<file path="config.mk">
export PLATFORM = sky130hd
export DESIGN_NAME = buffer_dma_copy_checksum
export DESIGN_NICKNAME = d
export VERILOG_FILES = /design/src/core/buffer_dma_copy_checksum.v
export VERILOG_INCLUDE_DIRS = /design/src /design/src/core
export SDC_FILE = /design/constraint.sdc
export NUM_CORES = 1
export LEC_CHECK = 0
export BUFFER_PORTS_ARGS = -buffer_cell sky130_fd_sc_hd__buf_2
export CORE_ASPECT_RATIO = 1.25
export CORE_MARGIN = 2
export CORE_UTILIZATION = 45
export CTS_CLUSTER_DIAMETER = 60
export DETAILED_ROUTE_END_ITERATION = 7
export PLACE_DENSITY = 0.66
export SYNTH_ARGS = -nofsm -noshare
export SYNTH_HDL_FRONTEND = slang
export SYNTH_SLANG_ARGS = --single-unit
</file>
<file path="constraint.sdc">
create_clock -name pclk -period 8.67 [get_ports pclk]
set_input_delay 1.3005 -clock pclk [delete_from_list [all_inputs] [get_ports pclk]]
set_output_delay 1.3005 -clock pclk [all_outputs]
set_load 0.01 [all_outputs]
</file>
<file path="src/core/dma_defines.vh">
// Register map, field positions, reset values and memory bounds of the buffer DMA engine.
`ifndef DMA_DEFINES_VH
`define DMA_DEFINES_VH

// ============================================================
// Register byte offsets
`define OFS_CONTROL     8'h00
`define OFS_SOURCE      8'h04
`define OFS_DEST        8'h08
`define OFS_LENGTH      8'h0c
`define OFS_CHECKSUM    8'h10
`define OFS_UA_START    8'h14
`define OFS_UA_END      8'h18
`define OFS_RX_START    8'h1c
`define OFS_IRQ_ENABLE  8'h20
`define OFS_STATUS      8'h24

// ============================================================
// Field positions
`define BIT_RUN         0
`define BIT_COPY        1
`define BIT_NO_CSUM     2
`define BIT_SEED        3
`define BIT_DONE_IE     0
`define BIT_GLOBAL_IE   1
`define BIT_DONE        0
`define BIT_BUSY        1

// ============================================================
// Reset values
`define RST_UA_START    16'h5ffe
`define RST_UA_END      16'h5fff
`define RST_RX_START    16'h5340

// ============================================================
// Memory layout
`define SRAM_LAST       16'h5fff
`define CRYPTO_FIRST    16'h7800
`define CRYPTO_LAST     16'h7c4f

`endif
</file>
<file path="src/core/buffer_dma_copy_checksum.v">
// Buffer DMA engine: byte copy and one's-complement checksum over word memory, with APB registers.
//
// Register access over APB and the placing of the registers were chosen for this implementation.
`timescale 1ns/1ns
`include "dma_defines.vh"

module buffer_dma_copy_checksum (
	input  wire        pclk,
	input  wire        presetn,
	input  wire        psel,
	input  wire        penable,
	input  wire        pwrite,
	input  wire [7:0]  paddr,
	input  wire [31:0] pwdata,
	output reg  [31:0] prdata,
	output reg         pready,
	output reg         pslverr,
	output reg         mem_req,
	output reg         mem_we,
	output reg  [14:0] mem_addr,
	output reg  [15:0] mem_wdata,
	output reg  [1:0]  mem_wstrb,
	input  wire        mem_ack,
	input  wire [15:0] mem_rdata,
	output reg         irq
);

	// ============================================================
	// State encoding
	localparam [3:0] ST_IDLE  = 4'b0001;
	localparam [3:0] ST_READ  = 4'b0010;
	localparam [3:0] ST_WRITE = 4'b0100;
	localparam [3:0] ST_FIN   = 4'b1000;

	// ============================================================
	// Software-visible registers
	reg        dma_run_q;
	reg        copy_select_q;
	reg        checksum_inhibit_q;
	reg        checksum_seed_select_q;
	reg [15:0] source_pointer_q;
	reg [15:0] destination_pointer_q;
	reg [15:0] transfer_length_q;
	reg [15:0] checksum_result_q;
	reg [15:0] user_area_start_q;
	reg [15:0] user_area_end_q;
	reg [15:0] receive_buffer_start_q;
	reg        dma_done_irq_enable_q;
	reg        global_irq_enable_q;
	reg        done_flag_q;

	// ============================================================
	// Engine working state
	reg [3:0]  state_q;
	reg [15:0] src_q;
	reg [15:0] dst_q;
	reg [15:0] remain_q;
	reg [15:0] sum_q;
	reg        parity_q;
	reg [7:0]  byte_a_q;
	reg [7:0]  byte_b_q;
	reg [1:0]  pending_q;

	// ============================================================
	// Combinational helpers
	reg [31:0] rd_d;
	reg        rd_err_d;
	reg        take_two;
	reg        put_two;
	reg [7:0]  in_a;
	reg [7:0]  in_b;
	reg [15:0] src_data;
	reg [15:0] src_next1;
	reg [15:0] src_next2;
	reg [15:0] dst_next1;
	reg [15:0] dst_next2;
	reg [15:0] add_word;
	reg [16:0] raw_sum;
	reg [15:0] sum_d;

	wire apb_access = psel & penable;
	wire apb_commit = apb_access & pready;
	wire apb_wr     = apb_commit & pwrite;

	// Next byte address after a, checking the user area first, then the general buffer,
	// then the end of physical memory.
	function [15:0] wrap_next;
		input [15:0] a;
		begin
			if (a == user_area_end_q) begin
				wrap_next = user_area_start_q;
			end else if (a == receive_buffer_start_q - 16'h0001) begin
				wrap_next = 16'h0000;
			end else if (a == `SRAM_LAST) begin
				wrap_next = receive_buffer_start_q;
			end else begin
				wrap_next = a + 16'h0001;
			end
		end
	endfunction

	// True only for implemented SRAM and the crypto data area, so registers are never touched.
	function addr_ok;
		input [15:0] a;
		begin
			addr_ok = (a <= `SRAM_LAST) || ((a >= `CRYPTO_FIRST) && (a <= `CRYPTO_LAST));
		end
	endfunction

	// ============================================================
	// Byte selection, pointer advance and the one's-complement adder.
	// A word is taken whole only if both bytes really are consecutive after wrapping;
	// otherwise one byte per access keeps every wrap exact at the cost of speed.
	always @* begin
		src_next1 = wrap_next(src_q);
		src_next2 = wrap_next(src_next1);
		dst_next1 = wrap_next(dst_q);
		dst_next2 = wrap_next(dst_next1);
		take_two  = ~src_q[0] && (remain_q >= 16'h0002) && (src_next1 == src_q + 16'h0001);
		put_two   = (pending_q == 2'd2) && ~dst_q[0] && (dst_next1 == dst_q + 16'h0001);
		src_data  = addr_ok(src_q) ? mem_rdata : 16'h0000;
		in_a      = src_q[0] ? src_data[15:8] : src_data[7:0];
		in_b      = src_data[15:8];
		// Stream position, not address, decides which byte is the high half.
		if (take_two) begin
			add_word = parity_q ? {in_b, in_a} : {in_a, in_b};
		end else begin
			add_word = parity_q ? {8'h00, in_a} : {in_a, 8'h00};
		end
		raw_sum = {1'b0, sum_q} + {1'b0, add_word};
		sum_d   = raw_sum[15:0] + {15'h0000, raw_sum[16]};
	end

	// ============================================================
	// Register read decode.
	always @* begin
		rd_d     = 32'h0000_0000;
		rd_err_d = 1'b0;
		if (paddr == `OFS_CONTROL) begin
			rd_d[`BIT_RUN]     = dma_run_q;
			rd_d[`BIT_COPY]    = copy_select_q;
			rd_d[`BIT_NO_CSUM] = checksum_inhibit_q;
			rd_d[`BIT_SEED]    = checksum_seed_select_q;
		end else if (paddr == `OFS_SOURCE) begin
			rd_d[15:0] = source_pointer_q;
		end else if (paddr == `OFS_DEST) begin
			rd_d[15:0] = destination_pointer_q;
		end else if (paddr == `OFS_LENGTH) begin
			rd_d[15:0] = transfer_length_q;
		end else if (paddr == `OFS_CHECKSUM) begin
			rd_d[15:0] = checksum_result_q;
		end else if (paddr == `OFS_UA_START) begin
			rd_d[15:0] = user_area_start_q;
		end else if (paddr == `OFS_UA_END) begin
			rd_d[15:0] = user_area_end_q;
		end else if (paddr == `OFS_RX_START) begin
			rd_d[15:0] = receive_buffer_start_q;
		end else if (paddr == `OFS_IRQ_ENABLE) begin
			rd_d[`BIT_DONE_IE]   = dma_done_irq_enable_q;
			rd_d[`BIT_GLOBAL_IE] = global_irq_enable_q;
		end else if (paddr == `OFS_STATUS) begin
			rd_d[`BIT_DONE] = done_flag_q;
			rd_d[`BIT_BUSY] = ~state_q[0];
		end else begin
			rd_err_d = 1'b1;
		end
	end

	// ============================================================
	// APB slave: one wait state, so the answer comes from flops on the second access cycle.
	always @(posedge pclk or negedge presetn) begin
		if (!presetn) begin
			pready  <= 1'b0;
			prdata  <= 32'h0000_0000;
			pslverr <= 1'b0;
		end else if (apb_access && !pready) begin
			pready  <= 1'b1;
			prdata  <= pwrite ? 32'h0000_0000 : rd_d;
			pslverr <= rd_err_d;
		end else begin
			pready  <= 1'b0;
			prdata  <= 32'h0000_0000;
			pslverr <= 1'b0;
		end
	end

	// ============================================================
	// Interrupt output, registered so it comes straight from a flop.
	always @(posedge pclk or negedge presetn) begin
		if (!presetn) begin
			irq <= 1'b0;
		end else begin
			irq <= done_flag_q & dma_done_irq_enable_q & global_irq_enable_q;
		end
	end

	// ============================================================
	// Configuration registers. Pointers are copied into working registers at start, so a
	// careless write while running cannot move the live pointers; the wrap bounds stay live.
	always @(posedge pclk or negedge presetn) begin
		if (!presetn) begin
			source_pointer_q       <= 16'h0000;
			destination_pointer_q  <= 16'h0000;
			transfer_length_q      <= 16'h0000;
			user_area_start_q      <= `RST_UA_START;
			user_area_end_q        <= `RST_UA_END;
			receive_buffer_start_q <= `RST_RX_START;
			dma_done_irq_enable_q  <= 1'b0;
			global_irq_enable_q    <= 1'b0;
			copy_select_q          <= 1'b0;
			checksum_inhibit_q     <= 1'b0;
			checksum_seed_select_q <= 1'b0;
		end else if (apb_wr && !pslverr) begin
			if (paddr == `OFS_CONTROL) begin
				copy_select_q          <= pwdata[`BIT_COPY];
				checksum_inhibit_q     <= pwdata[`BIT_NO_CSUM];
				checksum_seed_select_q <= pwdata[`BIT_SEED];
			end else if (paddr == `OFS_SOURCE) begin
				source_pointer_q <= pwdata[15:0];
			end else if (paddr == `OFS_DEST) begin
				destination_pointer_q <= pwdata[15:0];
			end else if (paddr == `OFS_LENGTH) begin
				transfer_length_q <= pwdata[15:0];
			end else if (paddr == `OFS_UA_START) begin
				user_area_start_q <= pwdata[15:0];
			end else if (paddr == `OFS_UA_END) begin
				user_area_end_q <= pwdata[15:0];
			end else if (paddr == `OFS_RX_START) begin
				receive_buffer_start_q <= pwdata[15:0];
			end else if (paddr == `OFS_IRQ_ENABLE) begin
				dma_done_irq_enable_q <= pwdata[`BIT_DONE_IE];
				global_irq_enable_q   <= pwdata[`BIT_GLOBAL_IE];
			end
		end
	end

	// ============================================================
	// Engine, run bit, done flag and checksum result. Software and hardware both touch the
	// run bit, the done flag and the checksum, so they live here with the engine.
	always @(posedge pclk or negedge presetn) begin
		if (!presetn) begin
			state_q           <= ST_IDLE;
			dma_run_q         <= 1'b0;
			done_flag_q       <= 1'b0;
			checksum_result_q <= 16'h0000;
			src_q             <= 16'h0000;
			dst_q             <= 16'h0000;
			remain_q          <= 16'h0000;
			sum_q             <= 16'h0000;
			parity_q          <= 1'b0;
			byte_a_q          <= 8'h00;
			byte_b_q          <= 8'h00;
			pending_q         <= 2'd0;
			mem_req           <= 1'b0;
			mem_we            <= 1'b0;
			mem_addr          <= 15'h0000;
			mem_wdata         <= 16'h0000;
			mem_wstrb         <= 2'b00;
		end else begin
			// Software writes first; the hardware events below override where they collide.
			if (apb_wr && (paddr == `OFS_CONTROL)) begin
				dma_run_q <= pwdata[`BIT_RUN];
			end
			if (apb_wr && (paddr == `OFS_CHECKSUM)) begin
				checksum_result_q <= pwdata[15:0];
			end
			if (apb_wr && (paddr == `OFS_STATUS) && pwdata[`BIT_DONE]) begin
				done_flag_q <= 1'b0;
			end
			case (state_q)
				ST_IDLE: begin
					mem_req <= 1'b0;
					if (dma_run_q) begin
						src_q     <= source_pointer_q;
						dst_q     <= destination_pointer_q;
						remain_q  <= transfer_length_q;
						sum_q     <= checksum_seed_select_q ? ~checksum_result_q : 16'h0000;
						parity_q  <= 1'b0;
						pending_q <= 2'd0;
						state_q   <= ST_READ;
					end
				end
				ST_READ: begin
					if (!dma_run_q) begin
						mem_req <= 1'b0;
						state_q <= ST_IDLE;
					end else if (remain_q == 16'h0000) begin
						state_q <= ST_FIN;
					end else if (addr_ok(src_q) && !mem_req) begin
						mem_req  <= 1'b1;
						mem_we   <= 1'b0;
						mem_addr <= src_q[15:1];
					end else if (!addr_ok(src_q) || mem_ack) begin
						// One or two bytes consumed, in ascending stream order.
						mem_req  <= 1'b0;
						sum_q    <= sum_d;
						parity_q <= take_two ? parity_q : ~parity_q;
						byte_a_q <= in_a;
						byte_b_q <= in_b;
						if (take_two) begin
							src_q     <= src_next2;
							remain_q  <= remain_q - 16'h0002;
							pending_q <= 2'd2;
						end else begin
							src_q     <= src_next1;
							remain_q  <= remain_q - 16'h0001;
							pending_q <= 2'd1;
						end
						if (copy_select_q) begin
							state_q <= ST_WRITE;
						end
					end
				end
				ST_WRITE: begin
					if (!dma_run_q) begin
						mem_req <= 1'b0;
						state_q <= ST_IDLE;
					end else if (pending_q == 2'd0) begin
						state_q <= ST_READ;
					end else if (addr_ok(dst_q) && !mem_req) begin
						// Even data byte sits in the low lane, odd in the high lane.
						mem_req  <= 1'b1;
						mem_we   <= 1'b1;
						mem_addr <= dst_q[15:1];
						if (put_two) begin
							mem_wdata <= {byte_b_q, byte_a_q};
							mem_wstrb <= 2'b11;
						end else begin
							mem_wdata <= {byte_a_q, byte_a_q};
							mem_wstrb <= dst_q[0] ? 2'b10 : 2'b01;
						end
					end else if (!addr_ok(dst_q) || mem_ack) begin
						// The pad byte never reaches here: only real bytes are pending.
						mem_req <= 1'b0;
						mem_we  <= 1'b0;
						if (put_two) begin
							dst_q     <= dst_next2;
							pending_q <= 2'd0;
						end else begin
							dst_q     <= dst_next1;
							byte_a_q  <= byte_b_q;
							pending_q <= pending_q - 2'd1;
						end
					end
				end
				ST_FIN: begin
					// Completion wins over a coincident software clear of the flag.
					if (!checksum_inhibit_q) begin
						checksum_result_q <= ~sum_q;
					end
					dma_run_q   <= 1'b0;
					done_flag_q <= 1'b1;
					state_q     <= ST_IDLE;
				end
				default: begin
					state_q <= ST_IDLE;
				end
			endcase
		end
	end

endmodule

</file>
==> impl_metrics.yaml <==
run_status:
  outcome: "completed"
drt:
  drt_iter0_drc: 2767
  totalWireLength_mm: 106
  firstDrtPassIters: 7
  vias_per_cell: 6.90
  vias: 22700
  ant_nets: 0
  drc_errors: 0
  wire_per_inst_um: 32.1
global_route:
  grt_pass1_vias: 22100
  grt_max_degree: 172
  overflow: 0
  grt_pass1_wl_mm: 152
  grt_usage_pct: 41.2
  grt_antenna_before_repair: 2
final_layout:
  diodes: 0
  multi_input_area_um2: 14000
  layout-area-overhead-vs-synth_pct: 10.7
  final_util_pct: 50.6
  fin_area_um2: 24000
  final_common_cell: "nand2_1"
  fillers: 4617
  mostFrequentLayoutCells: "278 x nand2_1, 226 x dfrtp_1, 188 x nor2_1, 154 x o21ai_0, 148 x mux2_2"
  nNetsFinal: 2727
  drive_gt1_share_pct: 19.5
  regArea_um2: 6550
sta:
  setup_tns_ns: 0
  hold_viol: 0
  hold_ws_ns: 0.465
  slew_headroom_pct: 23.9
  fin_worst_skew_ns: 0.0320
  max_freq_ghz: 0.123
  timing.final.crit_share_pct: 93.7
  setup_viol: 0
  min_period_ns: 8.12
  maxSlewViolCount: 0
  worst_slew_pin_slew_ns: 1.14
  rsz0062_at_grt: "false"
flow_run:
  max_cap_violations: 0
clock_tree:
  insertion_delay_ns: 0.58
  hold_buffers: 0
  cts.sinks: 260
  root_buffer: "clkbuf_16"
  cts_max_path_buffers: 3
  clk_pin_slew_ns: 0.07
  h-tree-depth: 1
  cts_buffers: 26
  cts_tree: "yes"
  postCtsSetupRepairBufs: 0
critical_path:
  start_kind: "register"
  arrival_ns: 8.55
  slowest_stage: "or4_1"
  worstPathMaxFanout: 10
  critical_path_class: "register to register"
  critPathMaxStageDelay_ns: 0.74
  end_kind: "register"
  path_common_cell: "o21ai_0"
  crit_required_ns: 9.09
logic_synthesis:
  synth_compound_area_share_pct: 22.5
  synth_edf_count: 0
  synth-seq-cells: 260
  synth_top_family_by_area: "compound AO/OA/AOI/OAI gates"
  synthXorXnorAreaFrac_pct: 8.60
  syn_area_um2: 21700
  synth-async-reset-ratio_pct: 100
  dominantRegCellSynth: "dfrtp_1"
  yosysUniqueCellTypes: 104
  synth_area_per_cell_um2: 8.30
  synthMuxAreaShare_pct: 9.32
  seq_area_frac_synth_pct: 30.2
  yosys_warnings: 0
  synth-adder-area-share_pct: 1.77
  synthSimpleGateAreaFrac_pct: 22.0
  synthCells: 2608
floorplanning:
  coreArea_um2: 47300
  io_pins: 132
  rows: 89
  die_h_um: 249
  die_width_um: 200
  die_area_um2: 49900
  initial_core_util_pct: 45.8
placed_design:
  gp_congestion: 1.03
  dpl_cell_area_um2: 23000
  dp_hpwl_mm: 77.5
  port_buffers: 99
pwr:
  clkPwrFrac_pct: 39.9
  p_int_mw: 2.17
  combPwrFrac_pct: 20.2
  switching_share_pct: 32.0
  ir_drop_mv: 0.160
  p_leak_nw: 9.75
  p_per_area_nw_per_um2: 133
  pwr-share-seq_pct: 40.0
  switchingPower_mw: 1.02
hold_path:
  hold_path_class: "register to register"
cell type report:
class                           instances  share of cell area, %
Multi-Input combinational cell       2073                   58.5
Sequential cell                       260                   27.3
Clock buffer                           29                   2.85
Timing Repair Buffer                  225                   6.16
Inverter                               49                  0.767
Clock inverter                         19                   1.11
Tap cell                              637                   3.33
final timing paths:
path,start,to,slack (ns),depth (start not counted)
worst max-delay path,receive_buffer_start_q[9],sum_q[10],0.55,35
worst min-delay path,sum_q[1],checksum_result_q[1],0.47,1
worst max register to register,receive_buffer_start_q[9],sum_q[10],0.55,35
worst min register to register,sum_q[1],checksum_result_q[1],0.47,1
max in group asynchronous,presetn,mem_wdata[12],6.40,2
min in group asynchronous,presetn,remain_q[4],0.73,1
registers in the layout, indices dropped and copies added, names as in the netlist, 2 cells and up:
name,cells
byte_a_q,8
byte_b_q,8
checksum_result_q,16
destination_pointer_q,16
dst_q,16
mem_addr,15
mem_wdata,16
mem_wstrb,2
pending_q,2
prdata,16
receive_buffer_start_q,16
remain_q,16
source_pointer_q,16
src_q,16
state_q,4
sum_q,16
transfer_length_q,16
user_area_end_q,16
user_area_start_q,16
metrics by stage:
stage	setup slack, ns	power [mW]	instances
floorplan	0.927	1.66	2623
global placement	0.790	1.91	3244
detailed placement	0.774	1.91	3244
CTS	0.727	3.17	3292
global route	0.0194	3.28	3292
finish	0.548	3.19	3292
what timing repair did:
item                                    4_1_cts  5_1_grt
hold endpoints to repair                      0        0
endpoints found under the setup margin        0        1
resized for setup                             0        1
power groups by stage:
stage                     Sequential, mW  Combinational, mW  Clock, mW
after floorplan                     1.26              0.398          0
after global placement              1.29              0.620          0
after detailed placement            1.29              0.622          0
after CTS                           1.27              0.626       1.28
after global routing                1.27              0.679       1.32
final                               1.27              0.643       1.27
synthesized netlist by cell type (17+ instances only):
cell type	count	area (um^2)
inv_1	48	180
a221oi_1	24	210
o21a_1	19	143
o31ai_1	20	150
xor2_1	43	377
a22o_1	23	201
o22ai_1	20	125
buf_4	18	135
and2_1	17	106
a21oi_1	143	716
clkbuf_1	184	691
mux2_2	148	1670
nor4_1	31	194
nand4_1	53	332
or3_1	21	131
o211ai_1	29	218
buf_1	19	71.3
nor2_1	188	706
nor3b_1	22	165
xnor2_1	135	1180
nand2b_1	18	113
a31oi_1	37	231
a211oi_1	33	248
dfstp_2	33	867
dfrtp_1	227	5680
a22oi_1	36	270
nand3_1	101	505
o21ai_0	154	771
and3_1	28	175
nor3_1	67	335
o221ai_1	23	201
ha_1	29	363
mux2i_1	34	340
nand2_1	278	1040
metal layers:
layer  global-route usage (%)  wire length [um]  vias up  part of all wire [%]
met1                     50.0             38600    11100                    37
met4                     32.2              9940        0                   9.4
met3                     5.86              9350      446                   8.9
met2                     65.8             47700     1477                    45
met5                        0                 0        -                     0
li1                         -                 -     9686                     -
critical path: cells and delay by family, from the launching register on:
| kind | cells | cell delay [ns] |
|---|---|---|
| AOI/OAI and AO/OA | 13 | 2.42 |
| xor gates and xnor gates | 3 | 0.57 |
| adders and majority gates | 4 | 0.94 |
| buffers and inverters | 3 | 0.45 |
| DFF | 1 | 0.50 |
| and+or+nand+nor | 12 | 3.09 |
logic make-up after synthesis:
| family | Yosys count |
|---|---|
| other cells | 1 |
| xor+xnor | 192 |
| fa+ha+maj | 30 |
| buf+inv | 290 |
| flops | 260 |
| simple gates | 936 |
| compound gates | 716 |
| mux | 183 |
Note: power is estimated with default switching activity, not from simulation.
